### src/rtl/tpsm_pkg.sv
// Shared constants and carrier types for the transmit channel scheduler
package tpsm_pkg;
   // ==========================================================
   // Object map
   localparam int NCH = 3;
   localparam logic [15:0] IDX_TXCOM = 16'h1800;
   localparam logic [15:0] IDX_JITTER = 16'h3000;
   localparam logic [7:0] SUB_HIGHEST = 8'h00;
   localparam logic [7:0] SUB_COB = 8'h01;
   localparam logic [7:0] SUB_TYPE = 8'h02;
   localparam logic [7:0] SUB_GAP = 8'h03;
   localparam logic [7:0] SUB_RSVD = 8'h04;
   localparam logic [7:0] SUB_CYCLE = 8'h05;
   localparam logic [7:0] HIGHEST_SUB = 8'h05;
   // ==========================================================
   // Identifier word and transmission types
   localparam int COB_INVALID_BIT = 31;
   localparam int COB_EXT_BIT = 29;
   localparam logic [2:0][10:0] COB_BASE = {11'h380, 11'h280, 11'h180};
   localparam logic [7:0] TYPE_RESET = 8'hFF;
   localparam logic [7:0] TYPE_SYNC_CHG = 8'h00;
   localparam logic [7:0] TYPE_SYNC_MAX = 8'hF0;
   localparam logic [7:0] TYPE_RSVD_LO = 8'hF1;
   localparam logic [7:0] TYPE_RSVD_HI = 8'hFB;
   localparam logic [7:0] TYPE_SYNC_RTR = 8'hFC;
   localparam logic [7:0] TYPE_ASYNC_RTR = 8'hFD;
   localparam logic [7:0] TYPE_EVENT_LO = 8'hFE;
   // ==========================================================
   // Timing
   localparam int CLK_HZ = 50_000_000;
   localparam int US_TIME = 1;
   localparam int US_CYCLES = CLK_HZ / 1_000_000 * US_TIME;
   localparam int MS_TIME = 1;
   localparam int MS_CYCLES = CLK_HZ / 1000 * MS_TIME;
   localparam logic [15:0] GAP_UNITS_PER_MS = 16'h000A;
   localparam logic [15:0] JITTER_MAX_US = 16'h4268;
   // ==========================================================
   // Bit-rate selection
   localparam logic [3:0] BAUD_CODE_LO = 4'h3;
   localparam logic [3:0] BAUD_CODE_HI = 4'h8;
   localparam logic [5:0][10:0] BAUD_KBPS =
      {11'h3E8, 11'h1F4, 11'h0FA, 11'h07D, 11'h064, 11'h032};
   // ==========================================================
   // Carriers
   typedef struct packed {
      logic [10:0] id;
      logic [63:0] data;
   } tpsm_frame_t;
   typedef struct packed {
      logic req;
      logic wr;
      logic [15:0] index;
      logic [7:0] sub;
      logic [31:0] wdata;
   } tpsm_req_t;
   typedef struct packed {
      logic ack;
      logic abort;
      logic [31:0] rdata;
   } tpsm_rsp_t;
endpackage : tpsm_pkg

### src/rtl/tpsm_scheduler.sv
// Transmit channel scheduler with SYNC timing monitor
//
// Contract
// - Channel identifiers default to 0x180/0x280/0x380 plus node number, writable.
// - Identifier bit 31 set marks a channel non-existent; it raises no new send requests, but a frame already pending still goes out.
// - Identifier bit 29 must be 0; 11-bit id in bits 0..10.
// - Factory state: first channel valid, second and third not valid.
// - Transmission type resets to 255 (event driven) and stays writable.
// - Type 0: sample at SYNC, send only if data differs from last sent.
// - Type n in 1..240: sample and send on every n-th SYNC.
// - Type 252: sample at SYNC, send that sample on a later remote request.
// - Type 253: sample current data and send on a remote request.
// - Types 254 and 255: send on data change or event time expiry.
// - Inhibit time is the least gap between async sends; changes wait.
// - Inhibit field is 16 bits, units of 100 us.
// - Inhibit applied in ms, last decimal digit dropped; below 10 is zero.
// - Event time 0..65535 ms sets retransmit interval of unchanged data.
// - With zero inhibit time the channel sends only on data change.
// - Any access to sub-index 4 is answered with an abort.
// - SYNC outside period plus or minus tolerance raises a communication error.
// - Tolerance 0..17000 us, clamped to half the cycle period.
// - Zero tolerance disables SYNC monitoring; nonzero enables it.
// - Bit-rate codes 3..8 select 50..1000 kbit/s, same on all nodes.
module tpsm_scheduler #(
   parameter int MS_CYCLES = tpsm_pkg::MS_CYCLES
) (
   // Clock and reset
   input wire logic sys_clk,
   input wire logic resetn,
   // Node setup
   input wire logic [6:0] node_id,
   input wire logic [3:0] baud_code,
   input wire logic [31:0] cycle_period_us,
   // Object access port
   input wire tpsm_pkg::tpsm_req_t obj_req,
   output tpsm_pkg::tpsm_rsp_t obj_rsp,
   // Bus events
   input wire logic sync_seen,
   input wire logic rtr_seen,
   input wire logic [10:0] rtr_id,
   // Application data per channel
   input wire logic [tpsm_pkg::NCH-1:0][63:0] app_data,
   // Frame to the controller
   output logic tx_valid,
   input wire logic tx_ready,
   output tpsm_pkg::tpsm_frame_t tx_frame,
   // Status
   output logic comm_err,
   output logic [10:0] baud_kbps
);
   typedef struct packed {
      logic [31:0] cob;
      logic [7:0] ttype;
      logic [15:0] gap;
      logic [15:0] cyc;
      logic [63:0] last;
      logic [63:0] smp;
      logic [7:0] scnt;
      logic [12:0] gap_left;
      logic [15:0] cyc_left;
      logic pend;
      logic armed;
   } tpsm_ch_t;

   typedef struct packed {
      tpsm_ch_t [tpsm_pkg::NCH-1:0] ch;
      logic [15:0] jitter;
      logic [31:0] ms_div;
      logic [7:0] us_div;
      logic [23:0] since;
      logic [23:0] meas;
      logic seen;
      logic meas_ok;
      logic tx_valid;
      tpsm_pkg::tpsm_frame_t frame;
      tpsm_pkg::tpsm_rsp_t rsp;
      logic comm_err;
      logic [10:0] baud;
   } tpsm_st_t;

   tpsm_st_t r;
   tpsm_st_t next_r;

   // ==========================================================
   // Helpers
   function automatic logic [10:0] baud_of(input logic [3:0] code);
      if (code >= tpsm_pkg::BAUD_CODE_LO && code <= tpsm_pkg::BAUD_CODE_HI)
         baud_of = tpsm_pkg::BAUD_KBPS[code - tpsm_pkg::BAUD_CODE_LO];
      else
         baud_of = 11'h000;
   endfunction : baud_of

   function automatic logic [12:0] gap_ms(input logic [15:0] gap);
      gap_ms = 13'(gap / tpsm_pkg::GAP_UNITS_PER_MS);
   endfunction : gap_ms

   function automatic logic is_async(input logic [7:0] t);
      is_async = t >= tpsm_pkg::TYPE_EVENT_LO;
   endfunction : is_async

   // ==========================================================
   // Next state
   always_comb begin
      logic ms_tick;
      logic us_tick;
      logic sent;
      logic hit;
      logic [1:0] ci;
      logic [31:0] per;
      logic [31:0] tol;
      tpsm_ch_t c;
      ms_tick = 1'b0;
      us_tick = 1'b0;
      sent = 1'b0;
      hit = 1'b0;
      ci = 2'h0;
      per = 32'h0000_0000;
      tol = 32'h0000_0000;
      c = '0;
      next_r = r;
      next_r.comm_err = 1'b0;
      next_r.rsp = '0;
      next_r.baud = baud_of(baud_code);

      // Time bases
      if (r.ms_div == 32'(MS_CYCLES - 1)) begin
         next_r.ms_div = '0;
         ms_tick = 1'b1;
      end else begin
         next_r.ms_div = r.ms_div + 32'h1;
      end
      if (r.us_div == 8'(tpsm_pkg::US_CYCLES - 1)) begin
         next_r.us_div = '0;
         us_tick = 1'b1;
      end else begin
         next_r.us_div = r.us_div + 8'h01;
      end
      if (us_tick && r.since != '1)
         next_r.since = r.since + 24'h1;

      // Frame handoff; a held frame blocks all channels
      if (r.tx_valid && tx_ready)
         next_r.tx_valid = 1'b0;

      for (int i = 0; i < tpsm_pkg::NCH; i++) begin
         c = r.ch[i];
         if (ms_tick && c.gap_left != '0)
            c.gap_left = c.gap_left - 13'h1;
         if (ms_tick && c.cyc_left != '0)
            c.cyc_left = c.cyc_left - 16'h1;
         // Lowest channel wins the free slot
         if (!next_r.tx_valid && !sent && c.pend) begin
            sent = 1'b1;
            next_r.tx_valid = 1'b1;
            next_r.frame.id = c.cob[10:0];
            next_r.frame.data = c.smp;
            c.pend = 1'b0;
            c.last = c.smp;
            c.gap_left = gap_ms(c.gap);
            c.cyc_left = c.cyc;
         end
         // Events; a new request wins over the send that cleared pend
         if (!c.cob[tpsm_pkg::COB_INVALID_BIT]) begin
            if (sync_seen) begin
               if (c.ttype == tpsm_pkg::TYPE_SYNC_CHG) begin
                  if (app_data[i] != c.last) begin
                     c.smp = app_data[i];
                     c.pend = 1'b1;
                  end
               end else if (c.ttype <= tpsm_pkg::TYPE_SYNC_MAX) begin
                  if (c.scnt + 8'h01 >= c.ttype) begin
                     c.scnt = 8'h00;
                     c.smp = app_data[i];
                     c.pend = 1'b1;
                  end else begin
                     c.scnt = c.scnt + 8'h01;
                  end
               end else if (c.ttype == tpsm_pkg::TYPE_SYNC_RTR) begin
                  c.smp = app_data[i];
                  c.armed = 1'b1;
               end
            end
            if (rtr_seen && rtr_id == c.cob[10:0]) begin
               if (c.ttype == tpsm_pkg::TYPE_SYNC_RTR && c.armed) begin
                  c.armed = 1'b0;
                  c.pend = 1'b1;
               end else if (c.ttype == tpsm_pkg::TYPE_ASYNC_RTR) begin
                  c.smp = app_data[i];
                  c.pend = 1'b1;
               end
            end
            // Cyclic resend only runs with a nonzero gap
            if (is_async(c.ttype) && !c.pend && c.gap_left == '0 &&
                (app_data[i] != c.last ||
                 (c.cyc != '0 && c.cyc_left == '0 &&
                  gap_ms(c.gap) != '0))) begin
               c.smp = app_data[i];
               c.pend = 1'b1;
            end
         end
         next_r.ch[i] = c;
      end

      // SYNC timing monitor
      if (sync_seen) begin
         per = (cycle_period_us != '0) ? cycle_period_us : 32'(r.meas);
         tol = (32'(r.jitter) > (per >> 1)) ? (per >> 1) : 32'(r.jitter);
         if (r.seen && r.jitter != '0 &&
             (cycle_period_us != '0 || r.meas_ok) &&
             (32'(r.since) + tol < per ||
              32'(r.since) > per + tol))
            next_r.comm_err = 1'b1;
         next_r.meas = r.since;
         next_r.meas_ok = r.seen;
         next_r.seen = 1'b1;
         next_r.since = '0;
      end

      // Object access, answered one cycle after the request
      if (obj_req.req) begin
         next_r.rsp.ack = 1'b1;
         next_r.rsp.abort = 1'b1;
         hit = obj_req.index >= tpsm_pkg::IDX_TXCOM &&
               obj_req.index < tpsm_pkg::IDX_TXCOM + 16'(tpsm_pkg::NCH);
         ci = 2'(obj_req.index - tpsm_pkg::IDX_TXCOM);
         if (hit) begin
            c = next_r.ch[ci];
            unique case (obj_req.sub)
               tpsm_pkg::SUB_HIGHEST: begin
                  next_r.rsp.rdata = 32'(tpsm_pkg::HIGHEST_SUB);
                  next_r.rsp.abort = obj_req.wr;
               end
               tpsm_pkg::SUB_COB: begin
                  next_r.rsp.rdata = c.cob;
                  if (!obj_req.wr)
                     next_r.rsp.abort = 1'b0;
                  else if (!obj_req.wdata[tpsm_pkg::COB_EXT_BIT]) begin
                     c.cob = obj_req.wdata;
                     next_r.rsp.abort = 1'b0;
                  end
               end
               tpsm_pkg::SUB_TYPE: begin
                  next_r.rsp.rdata = 32'(c.ttype);
                  if (!obj_req.wr)
                     next_r.rsp.abort = 1'b0;
                  else if (obj_req.wdata[31:8] == '0 &&
                           !(obj_req.wdata[7:0] >= tpsm_pkg::TYPE_RSVD_LO &&
                             obj_req.wdata[7:0] <=
                             tpsm_pkg::TYPE_RSVD_HI)) begin
                     c.ttype = obj_req.wdata[7:0];
                     c.scnt = 8'h00;
                     c.armed = 1'b0;
                     next_r.rsp.abort = 1'b0;
                  end
               end
               tpsm_pkg::SUB_GAP: begin
                  next_r.rsp.rdata = 32'(c.gap);
                  next_r.rsp.abort = 1'b0;
                  if (obj_req.wr)
                     c.gap = obj_req.wdata[15:0];
               end
               tpsm_pkg::SUB_CYCLE: begin
                  next_r.rsp.rdata = 32'(c.cyc);
                  next_r.rsp.abort = 1'b0;
                  if (obj_req.wr) begin
                     c.cyc = obj_req.wdata[15:0];
                     c.cyc_left = obj_req.wdata[15:0];
                  end
               end
               default: next_r.rsp.abort = 1'b1;
            endcase
            next_r.ch[ci] = c;
         end else if (obj_req.index == tpsm_pkg::IDX_JITTER &&
                      obj_req.sub == 8'h00) begin
            next_r.rsp.rdata = 32'(r.jitter);
            if (!obj_req.wr)
               next_r.rsp.abort = 1'b0;
            else if (obj_req.wdata <= 32'(tpsm_pkg::JITTER_MAX_US)) begin
               next_r.jitter = obj_req.wdata[15:0];
               next_r.rsp.abort = 1'b0;
            end
         end
      end
   end

   // ==========================================================
   // State register
   always_ff @(posedge sys_clk) begin
      if (!resetn) begin
         r <= '0;
         for (int i = 0; i < tpsm_pkg::NCH; i++) begin
            r.ch[i].cob <= {(i != 0), 20'h00000,
               11'(tpsm_pkg::COB_BASE[i] + 11'(node_id))};
            r.ch[i].ttype <= tpsm_pkg::TYPE_RESET;
         end
      end else begin
         r <= next_r;
      end
   end

   assign tx_valid = r.tx_valid;
   assign tx_frame = r.frame;
   assign obj_rsp = r.rsp;
   assign comm_err = r.comm_err;
   assign baud_kbps = r.baud;
endmodule : tpsm_scheduler

### config.mk
export PLATFORM = sky130hd
export DESIGN_NAME = tpsm_scheduler
export DESIGN_NICKNAME = d
export VERILOG_FILES = /design/src/rtl/tpsm_pkg.sv /design/src/rtl/tpsm_scheduler.sv
export SDC_FILE = /design/constraint.sdc
export NUM_CORES = 2
export LEC_CHECK = 0
export BUFFER_PORTS_ARGS = -buffer_cell sky130_fd_sc_hd__buf_2
export CAP_MARGIN = 20
export CORE_UTILIZATION = 42
export CTS_CLUSTER_DIAMETER = 80
export DETAILED_ROUTE_END_ITERATION = 6
export SKIP_LAST_GASP = 1
export SYNTH_ARGS = -nofsm -noshare
export SYNTH_HDL_FRONTEND = slang
export SYNTH_SLANG_ARGS = --single-unit
### constraint.sdc
create_clock -name sys_clk -period 12.6 [get_ports sys_clk]
set_input_delay 2.52 -clock sys_clk [delete_from_list [all_inputs] [get_ports sys_clk]]
set_output_delay 2.52 -clock sys_clk [all_outputs]
set_load 0.05 [all_outputs]
Yosys cells after proc, flatten, opt, wreduce, memory -nomap -nowiden. Memory sizes are Yosys's and may differ from the RTL's. Cells that the tools add are included.

Register bits after elaboration: 945. Memory bits (read-only): 88. Output and inout port bits: 122. Logic and storage cells: 388. Memories: 1.

$add $sub $neg: 19. Div/mod/pow operators: 3. Order comparisons: 22. Eq/ne operators: 22. Muxes and demuxes: 175. Bitwise logic cells: 2. Reductions and logical operators: 93.

Memories: (name not given) (words 8, bits a word 11, rd ports 1, clocked after Yosys merged registers in 0, write ports 0, line tpsm_scheduler.sv:88) `baud_of = tpsm_pkg::BAUD_KBPS[code - tpsm_pkg::BAUD_CODE_LO];`.

Operators with widths (number): $mux 64 (30); $mux 924 (1); $bwmux 717 (1); $mux 712 (1); $mux 696 (1); $bmux 239 s2 (1); $demux 239 s2 (1); $mux 239 (2); $mux 72 (6); $mux 16 (19); $mux 76 (3); $mux 32 (7); $ne 64x64->1 (3); $mux 8 (20); $pmux 32 s5 (1); $reduce_bool 16->1 (7); $mux 30 (3); $reduce_bool 13->1 (6); $mux 33 (2); $mux 1 (51); $mux 50 (1); $div 16x4->16 const B (3); $eq 8x8->1 const B (6); $logic_not 16->1 (3); other kinds (53) (157).

Depth between registers and ports, before layout.
Word-level depth: 39. Mapped depth: 57. Depth with buffers taken out: 53.

Least setup slack after synthesis. OpenSTA, ideal clock, no wires.

Path type: in2reg. Start point: in cycle_period_us[31]. End point: reg r, in the netlist comm_err. Arrival: 10767 ps. Path slack: 1772 ps. Stages: 56. Buffers on the path: 4. Path through: clkbuf_1 -> nor4_1 -> nand2_1 -> nor3_1 -> clkbuf_1 -> a21oi_1 -> ha_1 -> nor2b_1 -> o21ai_0 -> nand2b_1 -> a21oi_1 -> nor2b_1 -> o21ai_0 -> nand2b_1 -> a21oi_1 -> nor2_1 -> a211oi_1 -> o21ai_0 -> [20 not listed] -> o21a_1 -> o21ai_0 -> a21oi_1 -> o21a_1 -> nor2_1 -> xnor2_1 -> ha_1 -> nor2b_1 -> o21ai_0 -> nand2b_1 -> a21oi_1 -> nor2b_1 -> o21ai_0 -> nand2b_1 -> a21oi_1 -> o31ai_1 -> a2111oi_0 -> a41o_1.

Word-level cells in the longest chain between the ends: 9.

RTL lines: start, declared (line tpsm_scheduler.sv:33) `input wire logic [31:0] cycle_period_us,`; $reduce_bool 32->1 (line tpsm_scheduler.sv:206, tpsm_scheduler.sv:209); $mux 32 (line tpsm_scheduler.sv:206) `per = (cycle_period_us != '0) ? cycle_period_us : 32'(r.meas);`; $gt 16x31->1 (line tpsm_scheduler.sv:207) `tol = (32'(r.jitter) > (per >> 1)) ? (per >> 1) : 32'(r.jitter);`; $mux 31 (line tpsm_scheduler.sv:207); $add 32x31->32 or $add 24x31->32 (tied branches) (line tpsm_scheduler.sv:211, tpsm_scheduler.sv:210); $gt 24x32->1 or $lt 32x32->1 (tied branches) (line tpsm_scheduler.sv:211, tpsm_scheduler.sv:210); $logic_or 1x1->1 (line tpsm_scheduler.sv:210) `(32'(r.since) + tol < per ||`; $logic_and 1x1->1 * (line tpsm_scheduler.sv:209) `(cycle_period_us != '0 || r.meas_ok) &&`; $mux 1 * (line tpsm_scheduler.sv:208) `if (r.seen && r.jitter != '0 &&`; end signal, assigned (line tpsm_scheduler.sv:297) `r <= next_r;`; end, declared (line tpsm_scheduler.sv:81) `tpsm_st_t r;`.

Every way passes the cells marked *; elsewhere a longest branch is shown, timed or not. A chain may end at the register's enable or synchronous reset.

Worst setup path in the final report.
Start point: in cycle_period_us[1]. End point: reg r, in the netlist comm_err.

The elaborated chain is that of the path after synthesis.

==> results.yml <==
outcome:
  status: "finished, violations left"
  violations: "design-rule violations, max-capacitance violations"
global_route:
  first_global_vias: 51491
  track_usage: 0.306
  grt-ovfl-total: 0
  grt_max_degree: 197
  grt_pass1_wl_um: 332000
  antenna_found_initial: 45
die:
  initial_core_util: 0.424
  rows: 136
  die_h_um: 375
  dieWidth_um: 375
  fp.dieArea_um2: 140000
  io_pins: 431
  core_area_um2: 138000
synthesis:
  synth.area.top_cells: "dfxtp_1, mux2i_1, nor2_1"
  syn_avg_cell_area_um2: 7.82
  yosysTopAreaCellShare: 0.313
  yosysMostFrequentCell: "nor2_1"
  ys_seq_area_frac: 0.330
  ys_types: 126
  synthArstFlopShare: 0
  synth_commonest_cells: "nor2_1, dfxtp_1, nand2_1"
  synth-edff-count: 33
  netlist_area_um2: 58300
  synth_flop_cell: "dfxtp_1"
  synth_top_area_cell: "dfxtp_1"
  syn_inst: 7455
  ys.warnings.count: 0
  ys_seq_elements: 944
worst_setup_path:
  slowest_stage: "a2111oi_0"
  cp.arrival_ns: 12.09
  cp-startpoint: "cycle_period_us[1]"
  crit_type: "primary input to flip-flop"
  start_kind: "primary input"
  cpPeakStageDelay_ns: 0.45
  r2r_slack_ns: 3.59
  path_max_fanout: 6
  crit_buf_inv: 3
  crit_path_end_kind: "flip-flop"
  crit_family: "compound AO/OA/AOI/OAI gates"
  reg2reg_from: "r[126]"
  cpMostUsedCell: "o21ai_0"
  required_ns: 13.30
power_and_ir_drop:
  p_leak_nw: 26.6
  ir_worst_vdd_mv: 0.111
  pwr_density_cell_nw_per_um2: 129
  power.total_w: 0.00834
clocking:
  cts_tree: "built"
  clock-sinks: 944
  htreeDepth: 3
  cts-resized-gates: 0
  cts_hold_buffers: 0
  clk-insertion-delay-late_ns: 0.78
  cts_buffers: 107
  clkTransAtPathRegs_ns: 0.06
  postCtsSetupBuffers: 0
  root_buffer: "clkbuf_16"
  cts_buffer_depth: 3
min_path:
  hold_class: "flip-flop to flip-flop"
  min-delay-start: "tx_frame[72]"
layout:
  final_nets: 7961
  areaGrowthSynthToFinish_pct: 10.8
  fin_util: 0.469
  fillerInstances: 13572
  drive_gt1_frac: 0.113
timing:
  finClkSkew_ns: 0.0785
  fin_crit_sh: 0.905
  maxSlewHeadroom: 0.0208
  setup_viol: 0
  hold_viol_final: 0
  setup_ws_ns: 1.20
  rsz0062_at_grt: "no"
  worstMarginPinSlew_ns: 1.43
  final.setup.tns_ns: 0
  clock.fmax_mhz: 87.7
  layout_min_cycle_time_ns: 11.40
  slew_violations: 0
route:
  dr.pass1.iters: 7
  post_drt_wl_per_cell_um: 23.9
  met3WireLength_um: 19100
  wl_met1_um: 92700
  highest_layer: "met5"
  postRouteAntennaNets: 0
  wl_um: 224000
  vias: 56455
  dr_wl_met2_um: 99700
  drtIter0Drc: 6206
  drc: 6
  vias_per_cell: 6.01
placed_design:
  io_buffers: 429
  dp_slack_ns: 0.663
  place_congestion: 0.966
  post-dp-hpwl_um: 163000
run:
  maxCapViolCount: 1
[sequential cells by signal, indices dropped and copies added, names as in the netlist]
name and count:
r 823, tx_frame 75, baud_kbps 10, obj_rsp 34, tx_valid 1, comm_err 1
[placed cells by master, fill, tap and decap left out, drive strengths merged, types with 21 or more instances in the layout]
| cell | count |
|---|---|
| nor3 | 165 |
| buf | 530 |
| and2 | 35 |
| diode | 22 |
| nor4 | 120 |
| conb | 31 |
| dfxtp | 911 |
| o21ai | 412 |
| inv | 225 |
| a21o | 50 |
| nor2 | 1055 |
| ha | 168 |
| o22ai | 95 |
| and3 | 63 |
| edfxtp | 33 |
| or3 | 32 |
| xor2 | 153 |
| o21a | 31 |
| or2 | 22 |
| a211oi | 49 |
| a22o | 26 |
| nand2 | 743 |
| nand3 | 156 |
| clkbuf | 160 |
| a222oi | 75 |
| nand4 | 110 |
| clkinv | 32 |
| a21oi | 649 |
| mux2i | 520 |
| nor2b | 46 |
| a22oi | 40 |
| o221a | 25 |
| or4 | 22 |
| xnor2 | 274 |
| o211ai | 73 |
| a31oi | 41 |
| o221ai | 21 |
| nand2b | 62 |
[final timing paths]
kind                       end  depth (start not counted)
setup / recovery      comm_err                         54
hold / removal    tx_frame[72]                          2
setup reg to reg      comm_err                         50
hold reg to reg   tx_frame[72]                          2
[worst min-delay path, stage by stage (launching register included)]
cell	delay, ns
dfxtp_1	0.31
nand2_1	0.05
a21oi_1	0.05
[power breakdown]
group | internal, W | switching, W | total [W]
sequential | 0.00316 | 0.000282 | 0.00344
combinational | 0.000540 | 0.00101 | 0.00155
clock | 0.00194 | 0.00140 | 0.00334
total | 0.00565 | 0.00270 | 0.00834
[per-stage QoR]
stage	cells	area [um2]	hold slack (ns)
CTS	9366	64500	0.452
global route	9376	64600	0.466
finish	9389	64600	0.452
floorplan	7485	58400	0.426
detailed placement	9166	60700	0.442
global placement	9166	60700	0.436
[cells by family after synthesis]
logic type,synth area share
DFF,0.330
and+or+nand+nor,0.213
buffers and inverters,0.0673
AOI/OAI and AO/OA,0.198
muxes,0.0899
xor gates and xnor gates,0.0641
adders and majority gates,0.0373
other,0.0000643
[cell type report]
type	instances	area (um2)	share of cell area
multi-input combinational	5669	35400	0.549
sequential	944	19200	0.298
inverter	228	863	0.0134
antenna	22	55.1	0.000852
clock inverter	42	603	0.00934
tap	1794	2240	0.0348
clock buffer	158	3180	0.0492
timing repair buffer	532	2980	0.0461
[per-layer routing]
| metal | GRT usage | vias to the layer above |
|---|---|---|
| met5 | 0 | - |
| met4 | 0.156 | 34 |
| met3 | 0.0605 | 469 |
| met2 | 0.479 | 2534 |
| met1 | 0.399 | 27005 |
| li1 | - | 26413 |
Note: power is estimated with default switching activity, not from simulation.
